## src/bus_sizing_pkg.sv

```systemverilog
// Constants for the reduced-pin external bus sizing logic.
// Assumes a 16-bit external data bus and a word-only acknowledge.
package bus_sizing_pkg;
  // Transfer size codes driven on the size pins
  localparam logic [1:0] SIZE_LONG = 2'h0;
  localparam logic [1:0] SIZE_BYTE = 2'h1;
  localparam logic [1:0] SIZE_WORD = 2'h2;
  // Request size encoding on the internal side
  localparam logic [1:0] REQ_BYTE = 2'h1;
  localparam logic [1:0] REQ_WORD = 2'h2;
  localparam logic [1:0] REQ_LONG = 2'h0;
  // Core variants
  localparam logic CORE_32 = 1'h0;
  localparam logic CORE_16 = 1'h1;
  // Read value of the freed discrete bit when it is an input
  localparam logic FREED_BIT_READ = 1'h1;
  // Bus sequencer states
  typedef enum logic [3:0] {
    ST_IDLE = 4'h1,
    ST_CYCLE = 4'h2,
    ST_DONE = 4'h4,
    ST_ERR = 4'h8
  } seq_state_t;
endpackage : bus_sizing_pkg

```

## src/lane_if.sv

```systemverilog
// Interface carrying one bus cycle's lane plan between sequencer and lane unit.
// Assumes both ends run on the same clock.
`timescale 1ns/10ps
interface lane_if;
  logic [1:0] size_code; // Size code of the cycle
  logic lowest_address_bit; // Lowest address bit of the cycle
  logic [7:0] byte_a; // Operand byte for the upper lane
  logic [7:0] byte_b; // Operand byte for the lower lane
  logic [15:0] wdata; // Placed write data
  modport seq (output size_code, output lowest_address_bit, output byte_a, output byte_b, input wdata);
  modport lane (input size_code, input lowest_address_bit, input byte_a, input byte_b, output wdata);
endinterface : lane_if

```

## src/lane_mux.sv

```systemverilog
// Byte lane placement for writes to a 16-bit port.
// Assumes the sequencer presents the bytes in operand order.
`timescale 1ns/10ps
module lane_mux
  import bus_sizing_pkg::*;
(
  // Lane plan
  lane_if.lane lp
);
  // Place operand bytes on the lanes, duplicating single bytes
  always_comb
  begin
    if (lp.size_code == SIZE_BYTE || lp.lowest_address_bit)
    begin
      // Single byte on its lane, copied to the other one
      lp.wdata = {lp.byte_a, lp.byte_a};
    end
    else
    begin
      // Two bytes: first upper, second lower
      lp.wdata = {lp.byte_a, lp.byte_b};
    end
  end
endmodule : lane_mux

```

## src/bus_sizing.sv

```systemverilog
// Reduced pin-count external bus sizing sequencer: splits operands into
// word-port cycles. Assumes the outside device acknowledges on the word ack.
`timescale 1ns/10ps
// Behaviour
// Outside device always answers with word ack
// Every acknowledged cycle treated as word port
// Full parts: outside acks matching its size
// Freed discrete input bit reads one
// Drive controls, place and take byte lanes
// Word ports need fully expanded bus
// Only 16-bit port cases supported
// Even byte: size 01, upper lane, duplicated
// Odd byte: size 01, lower lane, duplicated
// Aligned word: size 10, one cycle
// Misaligned word: odd byte then even byte
// Aligned long: size 00, then word cycle
// Misaligned long: starts with odd byte cycle
// 32-bit core: misaligned transfers refused
// 16-bit core: misaligned long as two words; here three cycles: odd byte, word, even byte
// Internal chip select ack needs no external
// Sample word ack on clock, end cycle
module bus_sizing
  import bus_sizing_pkg::*;
#(
  parameter int ADDR_W = 24
)
(
  // Clock and reset
  input wire logic ref_clk,
  input wire logic rst_n,
  // Configuration
  input wire logic core_variant,
  input wire logic bus_full_width,
  // Internal request
  input wire logic req_valid,
  input wire logic req_write,
  input wire logic [1:0] req_size,
  input wire logic [ADDR_W-1:0] req_addr,
  input wire logic [31:0] req_wdata,
  output logic req_ready,
  output logic done_pulse,
  output logic err_pulse,
  output logic [31:0] rdata,
  // External bus
  output logic cycle_active,
  output logic bus_write,
  output logic [1:0] transfer_size_code,
  output logic [ADDR_W-1:0] bus_addr,
  output logic [15:0] bus_wdata,
  output logic bus_wdata_oe,
  input wire logic [15:0] bus_rdata,
  input wire logic word_port_ack_n,
  // Internal chip select acknowledge
  input wire logic cs_ack,
  // Freed discrete bit
  input wire logic ack_pin_discrete,
  input wire logic ack_pin_dir_out,
  input wire logic ack_latch_bit,
  output logic ack_shared_discrete_bit
);
  seq_state_t state_q; // Sequencer state
  logic [ADDR_W-1:0] addr_q; // Address of current cycle
  logic [2:0] left_q; // Operand bytes still to move
  logic [31:0] op_q; // Operand, next byte in top
  logic [31:0] rd_q; // Gathered read bytes
  logic write_q; // Direction of the transfer
  logic ack_seen; // Cycle ended this clock
  logic [1:0] cyc_size; // Size code of this cycle
  logic [2:0] cyc_bytes; // Bytes moved by this cycle
  logic [2:0] req_bytes; // Bytes in the request
  logic misaligned; // Request is misaligned
  lane_if lp();

  // Lane unit builds the write lanes
  lane_mux u_lane
  (
    .lp(lp)
  );

  // Bytes in the requested operand
  always_comb
  begin
    unique case (req_size)
      REQ_BYTE: req_bytes = 3'h1;
      REQ_WORD: req_bytes = 3'h2;
      default: req_bytes = 3'h4;
    endcase
  end

  // Misaligned word or long
  assign misaligned = req_addr[0] && (req_size != REQ_BYTE);

  // Size code and byte count for the current cycle
  always_comb
  begin
    if (addr_q[0])
    begin
      // Odd address moves one byte on the lower lane
      cyc_bytes = 3'h1;
      cyc_size = (left_q == 3'h1) ? SIZE_BYTE : SIZE_WORD;
    end
    else if (left_q == 3'h1)
    begin
      cyc_bytes = 3'h1;
      cyc_size = SIZE_BYTE;
    end
    else
    begin
      cyc_bytes = 3'h2;
      cyc_size = (left_q == 3'h4) ? SIZE_LONG : SIZE_WORD;
    end
  end

  // Lane plan: operand bytes come from the top of the shift register
  assign lp.size_code = cyc_size;
  assign lp.lowest_address_bit = addr_q[0];
  assign lp.byte_a = op_q[31:24];
  assign lp.byte_b = op_q[23:16];

  // Cycle ends on sampled word ack or internal chip select ack
  assign ack_seen = (state_q == ST_CYCLE) && (!word_port_ack_n || cs_ack);

  // Sequencer
  always_ff @(posedge ref_clk)
  begin
    if (!rst_n)
    begin
      state_q <= ST_IDLE;
      addr_q <= '0;
      left_q <= 3'h0;
      op_q <= 32'h0;
      write_q <= 1'b0;
    end
    else
    begin
      unique case (state_q)
        ST_IDLE:
        begin
          if (req_valid)
          begin
            // Word port cases need full bus; 32-bit core refuses misaligned
            if (!bus_full_width || (misaligned && core_variant == CORE_32))
              state_q <= ST_ERR;
            else
            begin
              state_q <= ST_CYCLE;
              addr_q <= req_addr;
              left_q <= req_bytes;
              write_q <= req_write;
              // Left-justify the operand so its first byte is on top
              unique case (req_size)
                REQ_BYTE: op_q <= {req_wdata[7:0], 24'h0};
                REQ_WORD: op_q <= {req_wdata[15:0], 16'h0};
                default: op_q <= req_wdata;
              endcase
            end
          end
        end
        ST_CYCLE:
        begin
          if (ack_seen)
          begin
            // Step past the bytes just moved; a follow-on cycle continues
            addr_q <= addr_q + ADDR_W'(cyc_bytes);
            left_q <= left_q - cyc_bytes;
            op_q <= (cyc_bytes == 3'h1) ? {op_q[23:0], 8'h0} : {op_q[15:0], 16'h0};
            if (left_q == cyc_bytes)
              state_q <= ST_DONE;
          end
        end
        ST_DONE: state_q <= ST_IDLE;
        ST_ERR: state_q <= ST_IDLE;
      endcase
    end
  end

  // Read byte gathering from the lanes the cycle uses
  always_ff @(posedge ref_clk)
  begin
    if (!rst_n)
      rd_q <= 32'h0;
    else if (state_q == ST_IDLE && req_valid)
      rd_q <= 32'h0;
    else if (ack_seen && !write_q)
    begin
      if (cyc_bytes == 3'h2)
        rd_q <= {rd_q[15:0], bus_rdata};
      else if (addr_q[0])
        rd_q <= {rd_q[23:0], bus_rdata[7:0]};
      else
        rd_q <= {rd_q[23:0], bus_rdata[15:8]};
    end
  end

  // Registered read data and write lanes
  always_ff @(posedge ref_clk)
  begin
    if (!rst_n)
    begin
      rdata <= 32'h0;
      bus_wdata <= 16'h0;
    end
    else
    begin
      if (state_q == ST_DONE)
        rdata <= rd_q;
      bus_wdata <= lp.wdata;
    end
  end

  // Bus controls from the current cycle
  assign cycle_active = (state_q == ST_CYCLE);
  assign bus_write = write_q;
  assign bus_wdata_oe = (state_q == ST_CYCLE) && write_q;
  assign transfer_size_code = cyc_size;
  assign bus_addr = addr_q;
  assign req_ready = (state_q == ST_IDLE);
  assign done_pulse = (state_q == ST_DONE);
  assign err_pulse = (state_q == ST_ERR);

  // Freed discrete bit reads one when it is an input
  assign ack_shared_discrete_bit = (ack_pin_discrete && !ack_pin_dir_out) ?
    FREED_BIT_READ : ack_latch_bit;
endmodule : bus_sizing

```

## config.mk

```make
export PLATFORM = sky130hd
export DESIGN_NAME = bus_sizing
export DESIGN_NICKNAME = d
export VERILOG_FILES = /design/src/bus_sizing_pkg.sv /design/src/lane_if.sv /design/src/lane_mux.sv /design/src/bus_sizing.sv
export SDC_FILE = /design/constraint.sdc
export NUM_CORES = 1
export LEC_CHECK = 0
export ABC_AREA = 1
export BUFFER_PORTS_ARGS = -buffer_cell sky130_fd_sc_hd__buf_2
export CAP_MARGIN = 20
export CORE_MARGIN = 2
export CORE_UTILIZATION = 40
export CTS_CLUSTER_DIAMETER = 80
export DETAILED_ROUTE_END_ITERATION = 8
export PLACE_DENSITY = 0.73
export SKIP_LAST_GASP = 1
export SLEW_MARGIN = 0
export SYNTH_ARGS = -nofsm -noshare
export SYNTH_HDL_FRONTEND = slang
export SYNTH_SLANG_ARGS = --single-unit
```

## constraint.sdc

```tcl
create_clock -name ref_clk -period 2.6 [get_ports ref_clk]
set_input_delay 0 -clock ref_clk [delete_from_list [all_inputs] [get_ports ref_clk]]
set_output_delay 0 -clock ref_clk [all_outputs]
set_load 0.01 [all_outputs]
```

== After elaboration in Yosys (flattened, before gate mapping) ==
Cells that the tools add are included.
Storage, ports and cells
  bits in registers: 144
  word-level logic and storage cells: 80
Cells by class
  reduce and logical (&&, ||, !) cells: 20
  equality and inequality tests: 17
  add/sub/neg operators: 2
  bitwise gates (word level): 3
  muxes and demuxes: 30
Operator list (number)
  $mux 32: 5
  $pmux 32 s2: 2
  $mux 24: 3
  $pmux 24 s2: 1
  $add 24x3->24: 1
  $mux 4: 4
  $mux 8: 2
  $mux 2: 6
  $pmux 3 s2: 2
  $pmux 4 s3: 1
  $mux 3: 3
  $logic_and 1x1->1: 7
  $eq 3x1->1 const B: 2
  $ne 2x1->1 const B: 3
  $reduce_and 3->1: 2
  $eq 2x1->1 const B: 2
  $eq 4x1->1 const B: 1
  $eq 4x2->1 const B: 1
  $eq 4x3->1 const B: 1
  $eq 4x4->1 const B: 1
  $logic_not 1->1: 4
  $ne 2x2->1 const B: 2
  $reduce_and 4->1: 1
  $reduce_or 2->1: 2
  9 further kinds: 13

== Depth between registers and ports, before layout ==
  word-level depth: 7
  mapped depth: 17

== Modules after synthesis ==
A second synthesis with hierarchy kept.
Unflattened totals
  cell total of the unflattened synthesis: 1080
  area total of the unflattened synthesis: 7238.2 µm²
Modules (own cells, without submodules)
  bus_sizing: cells each 1044, area an instance 7048.0 µm², seq. area each 2882.8 µm², times used 1
  lane_mux: cells each 36, area an instance 190.2 µm², seq. area each 0.0 µm², times used 1

== Worst setup path after synthesis ==
No wires, ideal clock.
  path type: register to register
  from: register left_q[2]
  to: register addr_q[11] (netlist: bus_addr[11])
  path buffers: 2
  cell stages (with the launch flop): 15
  library setup time: 0.115 ns
  data required time: 2.485 ns
  clock period less this slack: 2.118 ns
  arrival time: 2.003 ns
  slack: 0.482 ns
  cell sequence: dfxtp_1 > inv_1 > nand3_1 > nand2_1 > inv_1 > buf_2 > buf_2 > ha_1 > nand3_1 > nand2_1 > nand3_1 > nor3_1 > nand2_1 > a21oi_1 > nor2_1
On the way
  longest elaborated chain between the ends: 6
Ends and longest elaborated chain
  start: declaration: line bus_sizing.sv:63  | logic [2:0] left_q;
  start signal: assignment: line bus_sizing.sv:148  | left_q <= req_bytes;
  start signal: assignment: line bus_sizing.sv:165  | left_q <= left_q - cyc_bytes;
  $eq 3x1->1: line bus_sizing.sv:102  | else if (left_q == 3'h1)
  $mux 2: line bus_sizing.sv:102
  $mux 2: line bus_sizing.sv:96  | if (addr_q[0])
  $add 24x3->24: line bus_sizing.sv:164  | addr_q <= addr_q + ADDR_W'(cyc_bytes);
  $mux 24: line bus_sizing.sv:161  | if (ack_seen)
  $pmux 24 s2: line bus_sizing.sv:136  | unique case (state_q)
  end signal: assignment: line bus_sizing.sv:147  | addr_q <= req_addr;
  end signal: assignment: line bus_sizing.sv:164
  end: declaration: line bus_sizing.sv:62  | logic [ADDR_W-1:0] addr_q;
Every way passes these cells. The select of a mux whose other input is x is not followed.
A chain may end at the register's enable or synchronous reset.

== Worst setup path after layout ==
  from: register state_q[3]
  to: register op_q[22]
On the way
  longest elaborated chain between the ends: 4
  elaborated cells between the ends (all ways): 9
Ends and longest elaborated chain
  start: declaration: line bus_sizing.sv:61  | seq_state_t state_q;
  start signal: assignment: line bus_sizing.sv:128  | state_q <= ST_IDLE;
  start signal: assignment: line bus_sizing.sv:143  | state_q <= ST_ERR;
  start signal: assignment: line bus_sizing.sv:146  | state_q <= ST_CYCLE;
  $eq 4x2->1: line bus_sizing.sv:121, bus_sizing.sv:136
  $logic_and 1x1->1: line bus_sizing.sv:121  | assign ack_seen = (state_q == ST_CYCLE) && (!word_port_ack_n || cs_ack);
  $ne 2x1->1 (no source line)
  $reduce_and 4->1 (no source line)
  end signal: assignment: line bus_sizing.sv:152  | REQ_BYTE: op_q <= {req_wdata[7:0], 24'h0};
  end signal: assignment: line bus_sizing.sv:153  | REQ_WORD: op_q <= {req_wdata[15:0], 16'h0};
  end signal: assignment: line bus_sizing.sv:154  | default: op_q <= req_wdata;
  end: declaration: line bus_sizing.sv:64  | logic [31:0] op_q;
Several ways; a longest one is shown, not always the timed one.

==> results.md <==
- Outcome: finished, final reports clean
- Avg Inst Size Synth: 6.70 sq um
- Clock skew: 0.00657 ns
- ANT nets after route: 0
- P_leak: 0.00420 uW
- Fin Setup TNS: 0 ns
- Total number of vias: 7726
- Yosys warning count: 0
- Htree depth: 4
- DR pass1 iterations: 5
- WL final: 21600 microns
- Floorplan core area: 17400 sq um
- Least-Margin Pin Slew: 0.757 ns
- Initial core utilization: 41.1%
- Largest net degree at the start of global routing: 59
- Clk slew on worst S/H paths: 0.06 ns
- DPL Wire Length: 14900 microns
- Root buffer cell: clkbuf_16
- Vias/cell: 5.07
- Final period utilization: 95.4%
- Worst setup margin: 0.120 ns
- Post-synthesis instance total: 1069
- Leading cell types in the layout, fill and taps excluded: nand2_1, buf_2, dfxtp_1, a21oi_1, o21ai_0
- Final hold slack: 0.0127 ns
- Final slew viol count: 0
- Area leader, netlist: dfxtp_1
- Critical path cell sequence: nor2_2 > nand2_4 > a21oi_4 > buf_12 > o21ai_1 > a21oi_1 > dlygate4sd3_1
- Multi-input gate area: 3510 sq um
- Die height: 138 microns
- Final GP Congestion: 0.866
- Register area: 2880 sq um
- Max Fclk: 403 MHz
- Avg WL per Cell: 14.2 microns
- Number of global-route vias before repair: 7171
- Inst Count DP: 1414
- CP max FO: 23
- Insertion delay to the later sink of the worst-skew pair: 0.43 ns
- GRT Overall Usage: 23.4%
- Clock Sinks: 144
- Req. time, crit path: 2.97 ns
- Cell row count: 48
- Share of layout cells above drive strength 1: 18.8%
- Final hold vios: 0
- Sequential share of the synthesized area: 40.2%
- Startpoint types: register
- IO Pins: 166
- Fin crit period: 2.48 ns
- Post-route insts no fill: 1524
- # fillers: 1665
- First-pass GRT wire length: 34600 microns
- Slowest-stage cell, CP: a21oi_4
- Ant diodes: 0
- Die W: 138 microns
- Worst path bufs/invs: 2
- Most common cell after layout, fill and taps aside: nand2_1
- Critical Path Source: state_q[3]
- Final total power: 6530 uW
- VDD IR max: 0.000602 V
- Placement Setup Slack: 0.451 ns
- Grt ovf: 0
- Mapped Nets: 1159
- Synthesized area: 7170 sq um
- Initial antenna violation count: 0
- Hold crit path type: in -> reg
- Netlist cell types: 40
- Iteration-0 DRC Markers: 621
- Largest cells by area after synthesis: dfxtp_1, nand2_1, a21oi_1
- Crit-path max cell delay: 0.64 ns
- Max-Cap Viols: 0
- Crit path DAT: 2.85 ns
- Unrepaired setup endpoints after global routing: yes
- Final setup viols: 0
- HP Start: req_wdata[14]
- DRC errors left: 0
- Number of port buffers: 165
- Area growth, synth to finish: 32.8%
- Max-slew headroom: 49.5%
- Clock Tree Buf Depth: 2
- FF-to-FF Start: state_q[3]
- Die ar.: 19000 sq um
- Num CTS Buffers: 17
- Crit. End Element: register
- Yosys top cell area share: 40.2%
- Layout Nets: 1376
- Crit path max-delay family: compound AO/OA/AOI/OAI gates
- Crit path kind: reg -> reg
- TritonCTS clock tree: built
- Seq cells post-synth: 144
- Power per cell area: 686 nW/um^2
## final timing paths
kind	depth (start not counted)	end	slack (ns)
min	5	op_q[14]	0.01
min reg2reg	2	bus_wdata[12]	0.44
max reg2reg	7	op_q[22]	0.12
max	7	op_q[22]	0.12
## metal layers
metal	vias up	track usage [%]	wire (microns)	part of all wire, %
li1	3918	-	-	-
met5	-	0	28	0.13
met1	3490	31.2	10000	46
met4	3	9.98	565	2.6
met2	275	37.3	9780	45
met3	40	3.86	1260	5.8
## where the power goes
part           switching (uW)  total, uW  internal, uW
logic                     955       1530           578
registers                 164       2570          2400
clock network            1010       2430          1420
total                    2130       6530          4410
## area by class of cell
class	instances	share of cell area [%]
clock buffer	18	4.51
clock inverter	14	1.63
inverter	114	4.54
multi-input combinational	744	36.9
sequential	144	30.3
tap	225	2.96
timing repair buffer	265	19.2
## tightest hold or removal path: cells and delay by family
| family | cells | cell delay, ns |
|---|---|---|
| compound gates | 2 | 0.14 |
| buf+inv | 2 | 0.17 |
| simple gates | 1 | 0.08 |
## synth_stat cells, drive strengths merged
library cell and count:
o21bai 1, mux2i 1, o211ai 1, nand2 237, nor3 17, xnor2 1
o221ai 4, o21a 1, nand3 57, dfxtp 144, buf 33, xor2 2
clkbuf 34, o21ai 158, ha 5, inv 114, nand4 1, o2111ai 3
a311oi 3, nor2 105, or2 3, a21oi 140, nand3b 1, o22ai 3
## repair_timing
item / CTS / global route
hold buffers: 76 / 0
hold endpoints to repair: 64 / 0
gates resized for setup: 0 / 2
endpoints found under the setup margin: 0 / 2
setup buffers: 0 / 1
## sequential cells by signal, summed over array words and instances, names as in the netlist
| signal | flops |
|---|---|
| op_q | 32 |
| rd_q | 32 |
| rdata | 32 |
| bus_addr | 24 |
| bus_wdata | 16 |
| state_q | 4 |
| left_q | 3 |
| bus_write | 1 |
## kinds of logic (layout without fill, tap and decap cells)
kind of cell               after synthesis  after routing  synth area share, %
AOI/OAI and AO/OA                      314            314                 22.9
xor gates and xnor gates                 3              3                0.367
adders and majority gates                5              5                0.873
DFF                                    144            144                 40.2
muxes                                    1              1                0.140
buffers and inverters                  181            411                 10.8
and+or+nand+nor                        421            421                 24.6
## through the flow
step	util (%)	instance area (sq um)
after floorplan	-	7170
after detailed placement	46.7	8140
after global placement	46.7	8140
final	54.6	9520
after global routing	54.6	9520
after CTS	54.5	9490
Power figures use the tool's default switching activity.
